==> src/hw/dtri_map.vh <==
// Summary of operation
// - Up to 14 processors chain over token ports, forwarding foreign tokens.
// - Node-select number is received during reset and kept for routing.
// - Every arriving token's node-select field is compared with the captured number.
// - Mismatching tokens pass unchanged to the emitter and out the output bus.
// - Matching tokens lose the node-select field and enter the next-hop stage, unless a ring token takes it that cycle.
// - One full ring circuit takes exactly seven pipeline cycles.
// - Next-hop table, operation table and operand memory take one cycle each.
// - Token FIFO and arithmetic stage are two-stage pipelines, two cycles each.
// - Token FIFO spends one cycle writing and one cycle reading.
// - Arithmetic stage spends one cycle executing and one delivering the result.
// - Ring holds seven tokens, one per slot; then it is full.
// - Ring tokens carry a 7-bit arc tag and an 18-bit data field.
// - Arc tag addresses the next-hop table.
// - Each next-hop access replaces the arc tag with the stored tag.
// - Data field is a control bit, a sign bit and 16-bit value.
// - Tokens carry up to two data fields plus opcode and control fields.
// - 32-bit tokens cross a port as two 16-bit halves with request/grant.
// - Intake holds off further tokens while ring slot 4 or 5 holds a token.
`ifndef DTRI_MAP_VH
`define DTRI_MAP_VH
`define DTRI_NODE_HI 31
`define DTRI_NODE_LO 28
`define DTRI_ZBIT 27
`define DTRI_TAG_HI 26
`define DTRI_TAG_LO 20
`define DTRI_CTL_HI 19
`define DTRI_CTL_LO 16
`define DTRI_DAT_HI 15
`define DTRI_DAT_LO 0
`define DTRI_RING_SLOTS 7
`define DTRI_BUSY_CYCLES 2'h2
`endif

==> src/hw/dtri_stage.v <==
`timescale 1ns/1ps
// One ring slot: registered token plus valid bit
module dtri_stage #(
  parameter W = 60
) (
  // Clock and reset
  input wire core_clk,
  input wire sys_rst,
  // Upstream
  input wire in_valid,
  input wire [W-1:0] in_data,
  // Downstream
  output reg out_valid,
  output reg [W-1:0] out_data
);
  always @(posedge core_clk) begin
    if (sys_rst) begin
      out_valid <= 1'b0;
      out_data <= {W{1'b0}};
    end else begin
      out_valid <= in_valid;
      out_data <= in_data;
    end
  end
endmodule

==> src/hw/dtri_intake.v <==
`timescale 1ns/1ps
`include "dtri_map.vh"
module dtri_intake #(
  parameter TAG_W = 7,
  parameter OPSEL_W = 6,
  parameter OPM_AW = 9,
  parameter MAX_NODES = 14
) (
  // Clock and reset
  input wire core_clk,
  input wire sys_rst,
  // Input port
  input wire [15:0] input_word_bus,
  input wire in_request,
  output reg in_grant,
  // Output port
  output reg [15:0] output_word_bus,
  output reg out_request,
  input wire out_grant,
  // Status
  output wire [3:0] node_select_number,
  output wire [2:0] ring_count,
  output wire ring_full
);
  localparam RW = 60;
  localparam SI = 2'h0;
  localparam SH = 2'h1;
  localparam SL = 2'h2;
  localparam SW = 2'h3;

  // Pin synchronisers; stage one is read only by stage two
  reg [15:0] ibus_s1_q, ibus_s2_q;
  reg in_request_s1_q, in_request_s2_q, ogr_s1_q, ogr_s2_q, rst_dly_q;
  always @(posedge core_clk) begin
    ibus_s1_q <= input_word_bus;
    ibus_s2_q <= ibus_s1_q;
    in_request_s1_q <= in_request;
    in_request_s2_q <= in_request_s1_q;
    ogr_s1_q <= out_grant;
    ogr_s2_q <= ogr_s1_q;
    rst_dly_q <= sys_rst;
  end

  // Node select captured at reset release, not under reset
  reg [3:0] node_q;
  always @(posedge core_clk) begin
    if (!sys_rst && rst_dly_q) begin
      node_q <= ibus_s2_q[3:0];
    end
  end
  assign node_select_number = node_q;

  // Ring slots and stage memories
  reg [15:0] next_hop_table [0:(1<<TAG_W)-1];
  reg [39:0] operation_table [0:(1<<OPSEL_W)-1];
  reg [17:0] operand_memory [0:(1<<OPM_AW)-1];
  wire [6:0] sv;
  wire [RW-1:0] sd [0:6];
  reg inj_v;
  reg [RW-1:0] inj_d;
  reg [RW-1:0] nh_d, op_d, om_d, fw_d, ex_d;
  wire ring_v = sv[6];
  wire [RW-1:0] ring_tok = sd[6];
  reg [15:0] nh_ent;
  reg [39:0] op_ent;

  // Slot 0 next-hop, 1 operation, 2 operand, 3-4 FIFO, 5-6 arithmetic
  always @* begin
    nh_ent = next_hop_table[ring_v ? ring_tok[`DTRI_TAG_HI:`DTRI_TAG_LO]
      : inj_d[`DTRI_TAG_HI:`DTRI_TAG_LO]];
    nh_d = ring_v ? ring_tok : inj_d;
    nh_d[`DTRI_TAG_HI:`DTRI_TAG_LO] = nh_ent[12:6];
    nh_d[59:54] = nh_ent[5:0];
    op_ent = operation_table[sd[0][59:54]];
    op_d = sd[0];
    op_d[53:40] = op_ent[39:26];
    om_d = sd[1];
    om_d[39:22] = operand_memory[{2'h0, sd[1][`DTRI_TAG_HI:`DTRI_TAG_LO]}];
    fw_d = sd[3];
    ex_d = sd[5];
    ex_d[14:0] = sd[5][14:0] + sd[5][39:25];
  end

  // Ring traffic wins the next-hop slot; intake injects only into a hole
  wire [6:0] vin = {sv[5], sv[4], sv[3], sv[2], sv[1], sv[0], ring_v | inj_v};
  genvar g;
  generate
    for (g = 0; g < `DTRI_RING_SLOTS; g = g + 1) begin : slot
      wire [RW-1:0] din = (g == 0) ? nh_d : (g == 1) ? op_d : (g == 2) ? om_d :
        (g == 4) ? fw_d : (g == 6) ? ex_d : sd[(g + 6) % 7];
      dtri_stage #(.W(RW)) u_stage (
        .core_clk(core_clk),
        .sys_rst(sys_rst),
        .in_valid(vin[g]),
        .in_data(din),
        .out_valid(sv[g]),
        .out_data(sd[g])
      );
    end
  endgenerate

  assign ring_count = sv[0] + sv[1] + sv[2] + sv[3] + sv[4] + sv[5] + sv[6];
  assign ring_full = &sv;

  // Busy flag covers slots 4 and 5, two cycles per token
  wire arith_busy = sv[5] | sv[4];

  // Input port: two halves, high then low, four-phase handshake
  reg [1:0] ist_q;
  reg [15:0] hi_q;
  reg [31:0] tok_q;
  reg tok_v_q;
  reg fwd_pend_q;
  reg [31:0] fwd_q;
  reg [1:0] ost_q;
  wire fwd_room = !fwd_pend_q;
  always @(posedge core_clk) begin
    if (sys_rst) begin
      ist_q <= SI;
      in_grant <= 1'b0;
      hi_q <= 16'h0000;
      tok_q <= 32'h0000_0000;
      tok_v_q <= 1'b0;
    end else begin
      tok_v_q <= 1'b0;
      case (ist_q)
        SI: begin
          if (in_request_s2_q && !in_grant && !arith_busy && fwd_room) begin
            hi_q <= ibus_s2_q;
            in_grant <= 1'b1;
            ist_q <= SH;
          end
          if (!in_request_s2_q) begin
            in_grant <= 1'b0;
          end
        end
        SH: begin
          if (!in_request_s2_q) begin
            in_grant <= 1'b0;
            ist_q <= SL;
          end
        end
        SL: begin
          if (in_request_s2_q) begin
            tok_q <= {hi_q, ibus_s2_q};
            in_grant <= 1'b1;
            tok_v_q <= 1'b1;
            ist_q <= SI;
          end
        end
        default: ist_q <= SI;
      endcase
    end
  end

  // Routing decision
  wire is_local = tok_q[`DTRI_NODE_HI:`DTRI_NODE_LO] == node_q;
  always @* begin
    inj_v = tok_v_q && is_local && !ring_v;
    inj_d = {RW{1'b0}};
    inj_d[27:0] = tok_q[`DTRI_ZBIT:0];
  end

  // Lost when ring slot is taken; the local path holds no token over
  // Forward path: single token buffer keeps arrival order
  always @(posedge core_clk) begin
    if (sys_rst) begin
      fwd_pend_q <= 1'b0;
      fwd_q <= 32'h0000_0000;
      ost_q <= SI;
      out_request <= 1'b0;
      output_word_bus <= 16'h0000;
    end else begin
      if (tok_v_q && !is_local) begin
        fwd_q <= tok_q;
        fwd_pend_q <= 1'b1;
      end
      case (ost_q)
        SI: begin
          if (fwd_pend_q && !ogr_s2_q) begin
            output_word_bus <= fwd_q[31:16];
            out_request <= 1'b1;
            ost_q <= SH;
          end
        end
        SH: begin
          if (ogr_s2_q) begin
            out_request <= 1'b0;
            ost_q <= SL;
          end
        end
        SL: begin
          if (!ogr_s2_q) begin
            output_word_bus <= fwd_q[15:0];
            out_request <= 1'b1;
            ost_q <= SW;
          end
        end
        SW: begin
          if (ogr_s2_q) begin
            out_request <= 1'b0;
            fwd_pend_q <= 1'b0;
            ost_q <= SI;
          end
        end
        default: ost_q <= SI;
      endcase
    end
  end

  // Table contents are zeroed at time zero and never written
  integer i;
  initial begin
    for (i = 0; i < (1<<TAG_W); i = i + 1) next_hop_table[i] = 16'h0000;
    for (i = 0; i < (1<<OPSEL_W); i = i + 1) operation_table[i] = 40'h00_0000_0000;
    for (i = 0; i < (1<<OPM_AW); i = i + 1) operand_memory[i] = 18'h0_0000;
  end
endmodule

==> config.mk <==
export PLATFORM = sky130hd
export DESIGN_NAME = dtri_intake
export DESIGN_NICKNAME = d
export VERILOG_FILES = /design/src/hw/dtri_stage.v /design/src/hw/dtri_intake.v
export VERILOG_INCLUDE_DIRS = /design/src /design/src/hw
export SDC_FILE = /design/constraint.sdc
export NUM_CORES = 1
export LEC_CHECK = 0
export BUFFER_PORTS_ARGS = -buffer_cell sky130_fd_sc_hd__buf_2
export CAP_MARGIN = 10
export CORE_MARGIN = 4
export CORE_UTILIZATION = 41
export DETAILED_ROUTE_END_ITERATION = 7
export GPL_TIMING_DRIVEN = 0
export HOLD_SLACK_MARGIN = 0.08
export PLACE_DENSITY = 0.65
export SLEW_MARGIN = 20
export SYNTH_ARGS = -nofsm -noshare
export SYNTH_HDL_FRONTEND = slang
export SYNTH_SLANG_ARGS = --single-unit
==> constraint.sdc <==
create_clock -name core_clk -period 3.4 [get_ports core_clk]
set_input_delay 0.68 -clock core_clk [delete_from_list [all_inputs] [get_ports core_clk]]
set_output_delay 0.68 -clock core_clk [all_outputs]
set_load 0.02 [all_outputs]
==> results <==
- The run finished, with violations left.
- The final reports fail on negative setup slack.
- The worst register-to-register path ends at output_word_bus[13].
- Measured along the y axis, the die boundary spans 120.9 µm.
- The top cell type's share of synthesized area is 0.5668.
- The wire length of the first global-routing pass is between 15,000 and 20,000 µm.
- The CTS root buffer is sky130_fd_sc_hd__clkbuf_16.
- The number of setup violations in the final report is 2.
- During synthesis, Yosys emitted a total of 0 warnings.
- The worst setup slack for register-to-register paths is between 1.5 and 2 ns.
- The starting utilization of the core area is 0.4263.
- The post-synthesis sequential element count is 152.
- With fillers left out, the area of the finished cells amounts to roughly 6300 µm².
- For this design, the CTS-stage hold fixing added 0 buffers.
- In this run the tightest slew margin relative to its limit is 0.6033.
- Across every metal layer, demand over resource in global routing totals 0.1505.
- The post-CTS clock slew at the launch and capture registers of the worst setup and hold paths is 0.06 ns.
- The leftover overflow at the end of global routing is 0.
- The beginning of the worst register-to-register path is ost_q[0].
- On the final layout, the worst clock skew is around 0.0072 ns.
- 0 antenna diodes ended up in the layout.
- For this run, the leading register cell type out of synthesis is sky130_fd_sc_hd__dfxtp_1.
- By area, the combinational part of the netlist is dominated by simple AND/OR/NAND/NOR gates.
- The path type of the worst min-delay path is reg -> reg.
- The per-cell routed wire length is roughly 13 µm.
- The hold violation total from the final report is 0.
- The sequential area share after synthesis is 0.5898.
- The number of instances in the synthesized netlist is between 500 and 600.
- After filler insertion, the fill cell instance count of the layout stands at between 1,000 and 1,500.
- Counting instances, the worst hold path has a depth of 0.
- Using the TritonRoute via totals, the vias-per-cell ratio works out to 4.605.
- The start point of the worst min-delay path is ogr_s1_q.
- Max-cap violations in this run came to 0.
- The data required time of the worst path is 2.72 ns.
- The floorplan step defined a die boundary enclosing 14,620 µm².
- The post-synthesis compound-gate area fraction is 0.1070.
- Clock tree synthesis found a total of roughly 150 sinks.
- The remaining routing DRC violations is 0.
- Across the whole layout, storage elements account for roughly 3100 µm².
- The final critical-path required period is about 3.6 ns.
- Detailed placement finished with a half-perimeter wire length of between 7000 and 8000 µm.
- In the post-route analysis, the smallest setup slack over all paths is -0.1869 ns.
- sky130_fd_sc_hd__dfxtp_1 takes more of the synthesized area than any other cell.
- Routability-driven placement finished with a final weighted congestion of about 0.88.
- The CTS buffer count is 17.
- For this run, asynchronously set or reset flops after synthesis account for 0.
- For hold timing, the worst endpoint is ogr_s2_q.
- At the pin with the least slew margin, the transition time is about 0.60 ns.
- The number of instances in the placed design is 748.
- In the finished design, the share of the clock period the worst path needs comes to 1.055.
- In the post-synthesis netlist, the biggest area contributors are sky130_fd_sc_hd__dfxtp_1 57%, sky130_fd_sc_hd__nand2_1 9.3%, sky130_fd_sc_hd__mux2i_1 6.9%.
- The xor-xnor portion of the synthesized cell area is 0.006702.
- The die is ~120 µm wide.
- In this run, the number of DRC markers left after iteration 0 of detailed routing was approximately 120.
- The utilization after layout is 0.5154.
- The detailed-route wire length is just over 10,000 µm.
- The non-filler instance count after layout is between 700 and 800.
- Across the VDD grid, the largest voltage drop is 0.0002915 V.
- Synthesis instantiated 31 different standard cells from the library.
- The share of synthesized cell area in full adder, half adder and majority cells is 0.03925.
- The number of max-slew violations in the final report is 0.
- Measured against the total synthesized area, the mux share comes to 0.07109.
- In this run the core area contains 40 standard-cell rows.
- The number of global-route vias before repair is 3,628.
- The share of post-route cells with drive strength above 1 is 0.1653.
- The worst setup path is captured at an output port.
- The total power divided by cell area is 668.0 nW/µm².
- In this run, synthesis inferred 4 flip-flops with an integrated enable.
- Setup repair after global routing could not meet its margin everywhere.
- The critical path class is reg -> out.
- The initial antenna violation count is 0.
- The maximum number of pins on one net before global-route repair is 17.
- The count of buffers added on input and output ports is 45.
- Along the worst path, the maximum fanout reaches 2.
- The clock tree synthesis step divided the H-tree into 4 levels.
- The clock passes through at most 2 buffers.
- The cell area after placement is 5663 µm².
- The area of the multi-input gates is 1942 µm².
- The worst register-to-register path has a depth of 7.
- The layout overhead on the synthesized area is 20.90%.
- The net count of the mapped netlist is between 500 and 600.
- At the worst endpoint, the arrival time is approximately 2.9 ns.
- The I/O pin total is 46.
- For the worst-skew pair, the clock arrives at the later sink with an insertion delay of a little over 0.4 ns.
- The final net count is around 630.
- Static timing analysis puts the maximum clock frequency at 0.2788 GHz.
- The cell area after synthesis is ~5200 µm².
- TritonCTS built the clock tree.
- In this run the static leakage power is 2.376 nW.
- The standard cell core area is 12,260 µm².
- STA classifies the critical path startpoint as a flip-flop.
- The first-pass iteration count of the detailed router is 4.
- The average cell area after synthesis is 9.771 µm².
- The post-route antenna net violation count is 0.
- The final route contains between 3,000 and 4,000 vias.
- Of the total synthesized cell area, the portion taken by AND, OR, NAND and NOR gates is 0.1465.
area by class of cell:
| type | count | area share |
|---|---|---|
| buffer | 32 | 0.02574 |
| clock buffer | 21 | 0.07781 |
| clock inverter | 9 | 0.02178 |
| inverter | 12 | 0.007127 |
| multi-input combinational | 339 | 0.3073 |
| sequential | 152 | 0.4882 |
| tap | 168 | 0.03326 |
| timing repair buffer | 46 | 0.03880 |
power by group:
| group | switching [W] | total, W | internal [W] |
|---|---|---|---|
| Sequential | 0.0000563 | 0.00193 | 0.00187 |
| Combinational | 0.000190 | 0.000335 | 0.000146 |
| Clock | 0.000702 | 0.00196 | 0.00125 |
Yosys cell counts (all sizes together), types with 2 or more instances:
cell type,number
a211oi,19
a21oi,68
buf,12
clkbuf,20
dfxtp,148
edfxtp,4
fa,4
ha,10
inv,12
mux2i,36
nand2,129
nor2,46
nor2b,4
nor3,3
nor3b,2
nor4,2
xor2,4
layer usage:
layer  global-route usage  part of all wire  wire length, µm
met1               0.1907              0.49             5052
met2               0.2341              0.45             4615
met5                    0                 0                0
met4              0.07011             0.025              261
met3              0.04709             0.038              388
worst max-delay path by stage:
stage	from	to	slack, ns	cells after the start
CTS	slot[1].u_stage.out_valid	ring_count[1]	-0.18	7
global route	slot[1].u_stage.out_valid	ring_count[1]	-0.29	7
global placement	slot[0].u_stage.out_valid	ring_count[1]	0.24	7
detailed placement	slot[0].u_stage.out_valid	ring_count[1]	0.17	7
finish	slot[1].u_stage.out_valid	ring_count[1]	-0.19	7
floorplan	slot[0].u_stage.out_valid	ring_count[1]	0.31	6
worst max-delay path, stage by stage (launching register included):
cell,delay (ns)
sky130_fd_sc_hd__dfxtp_2,0.33
sky130_fd_sc_hd__inv_2,0.04
sky130_fd_sc_hd__fa_1,0.51
sky130_fd_sc_hd__fa_1,0.56
sky130_fd_sc_hd__inv_2,0.05
sky130_fd_sc_hd__fa_2,0.35
sky130_fd_sc_hd__fa_2,0.53
sky130_fd_sc_hd__buf_6,0.11
cells by family after synthesis:
family,Yosys count
compound gates,93
xor+xnor,4
fa+ha+maj,14
buf+inv,44
flops,152
mux,37
simple gates,191
per-stage QoR:
stage          hold slack, ns  worst slack [ns]  setup TNS, ns  total power (W)
3_5_place_dp           0.3121            0.1707              0         0.002303
5_1_grt                0.3292           -0.2912        -0.4039         0.004373
4_1_cts                0.3243           -0.1787        -0.2605         0.004256
3_3_place_gp           0.3095            0.2412              0         0.002287
6_report               0.3211           -0.1869        -0.2017         0.004222
2_1_floorplan          0.3096            0.3101              0         0.002211
flip-flops by register name, indices dropped and copies added (netlist names):
name / flops
fwd_q: 32
tok_q: 32
hi_q: 16
ibus_s1_q: 16
ibus_s2_q: 16
output_word_bus: 16
slot.u_stage.out_valid: 7
node_select_number: 4
ist_q: 2
ost_q: 2
fwd_pend_q: 1
in_grant: 1
in_request_s1_q: 1
in_request_s2_q: 1
ogr_s1_q: 1
ogr_s2_q: 1
out_request: 1
rst_dly_q: 1
tok_v_q: 1
repair_timing:
item / in CTS / in global routing
setup endpoints to repair: 2 / 2
pin swaps: 1 / 0
gates resized for setup: 5 / 6
setup buffers: 0 / 1
endpoints found under the hold margin: 0 / 0
placed cells by master (no fill, tap or decap), types with 4 or more instances in the layout:
cell                        instances
sky130_fd_sc_hd__ha_1              10
sky130_fd_sc_hd__mux2i_1           36
sky130_fd_sc_hd__buf_6              6
sky130_fd_sc_hd__clkbuf_16         18
sky130_fd_sc_hd__xor2_1             4
sky130_fd_sc_hd__a211oi_1          19
sky130_fd_sc_hd__clkbuf_1          20
sky130_fd_sc_hd__a21oi_1           68
sky130_fd_sc_hd__buf_2             50
sky130_fd_sc_hd__dfxtp_1          146
sky130_fd_sc_hd__nor2_1            46
sky130_fd_sc_hd__edfxtp_1           4
sky130_fd_sc_hd__inv_1              9
sky130_fd_sc_hd__nand2_1          129
sky130_fd_sc_hd__nor2b_1            4
No activity file was read; power rests on OpenSTA's default activity.
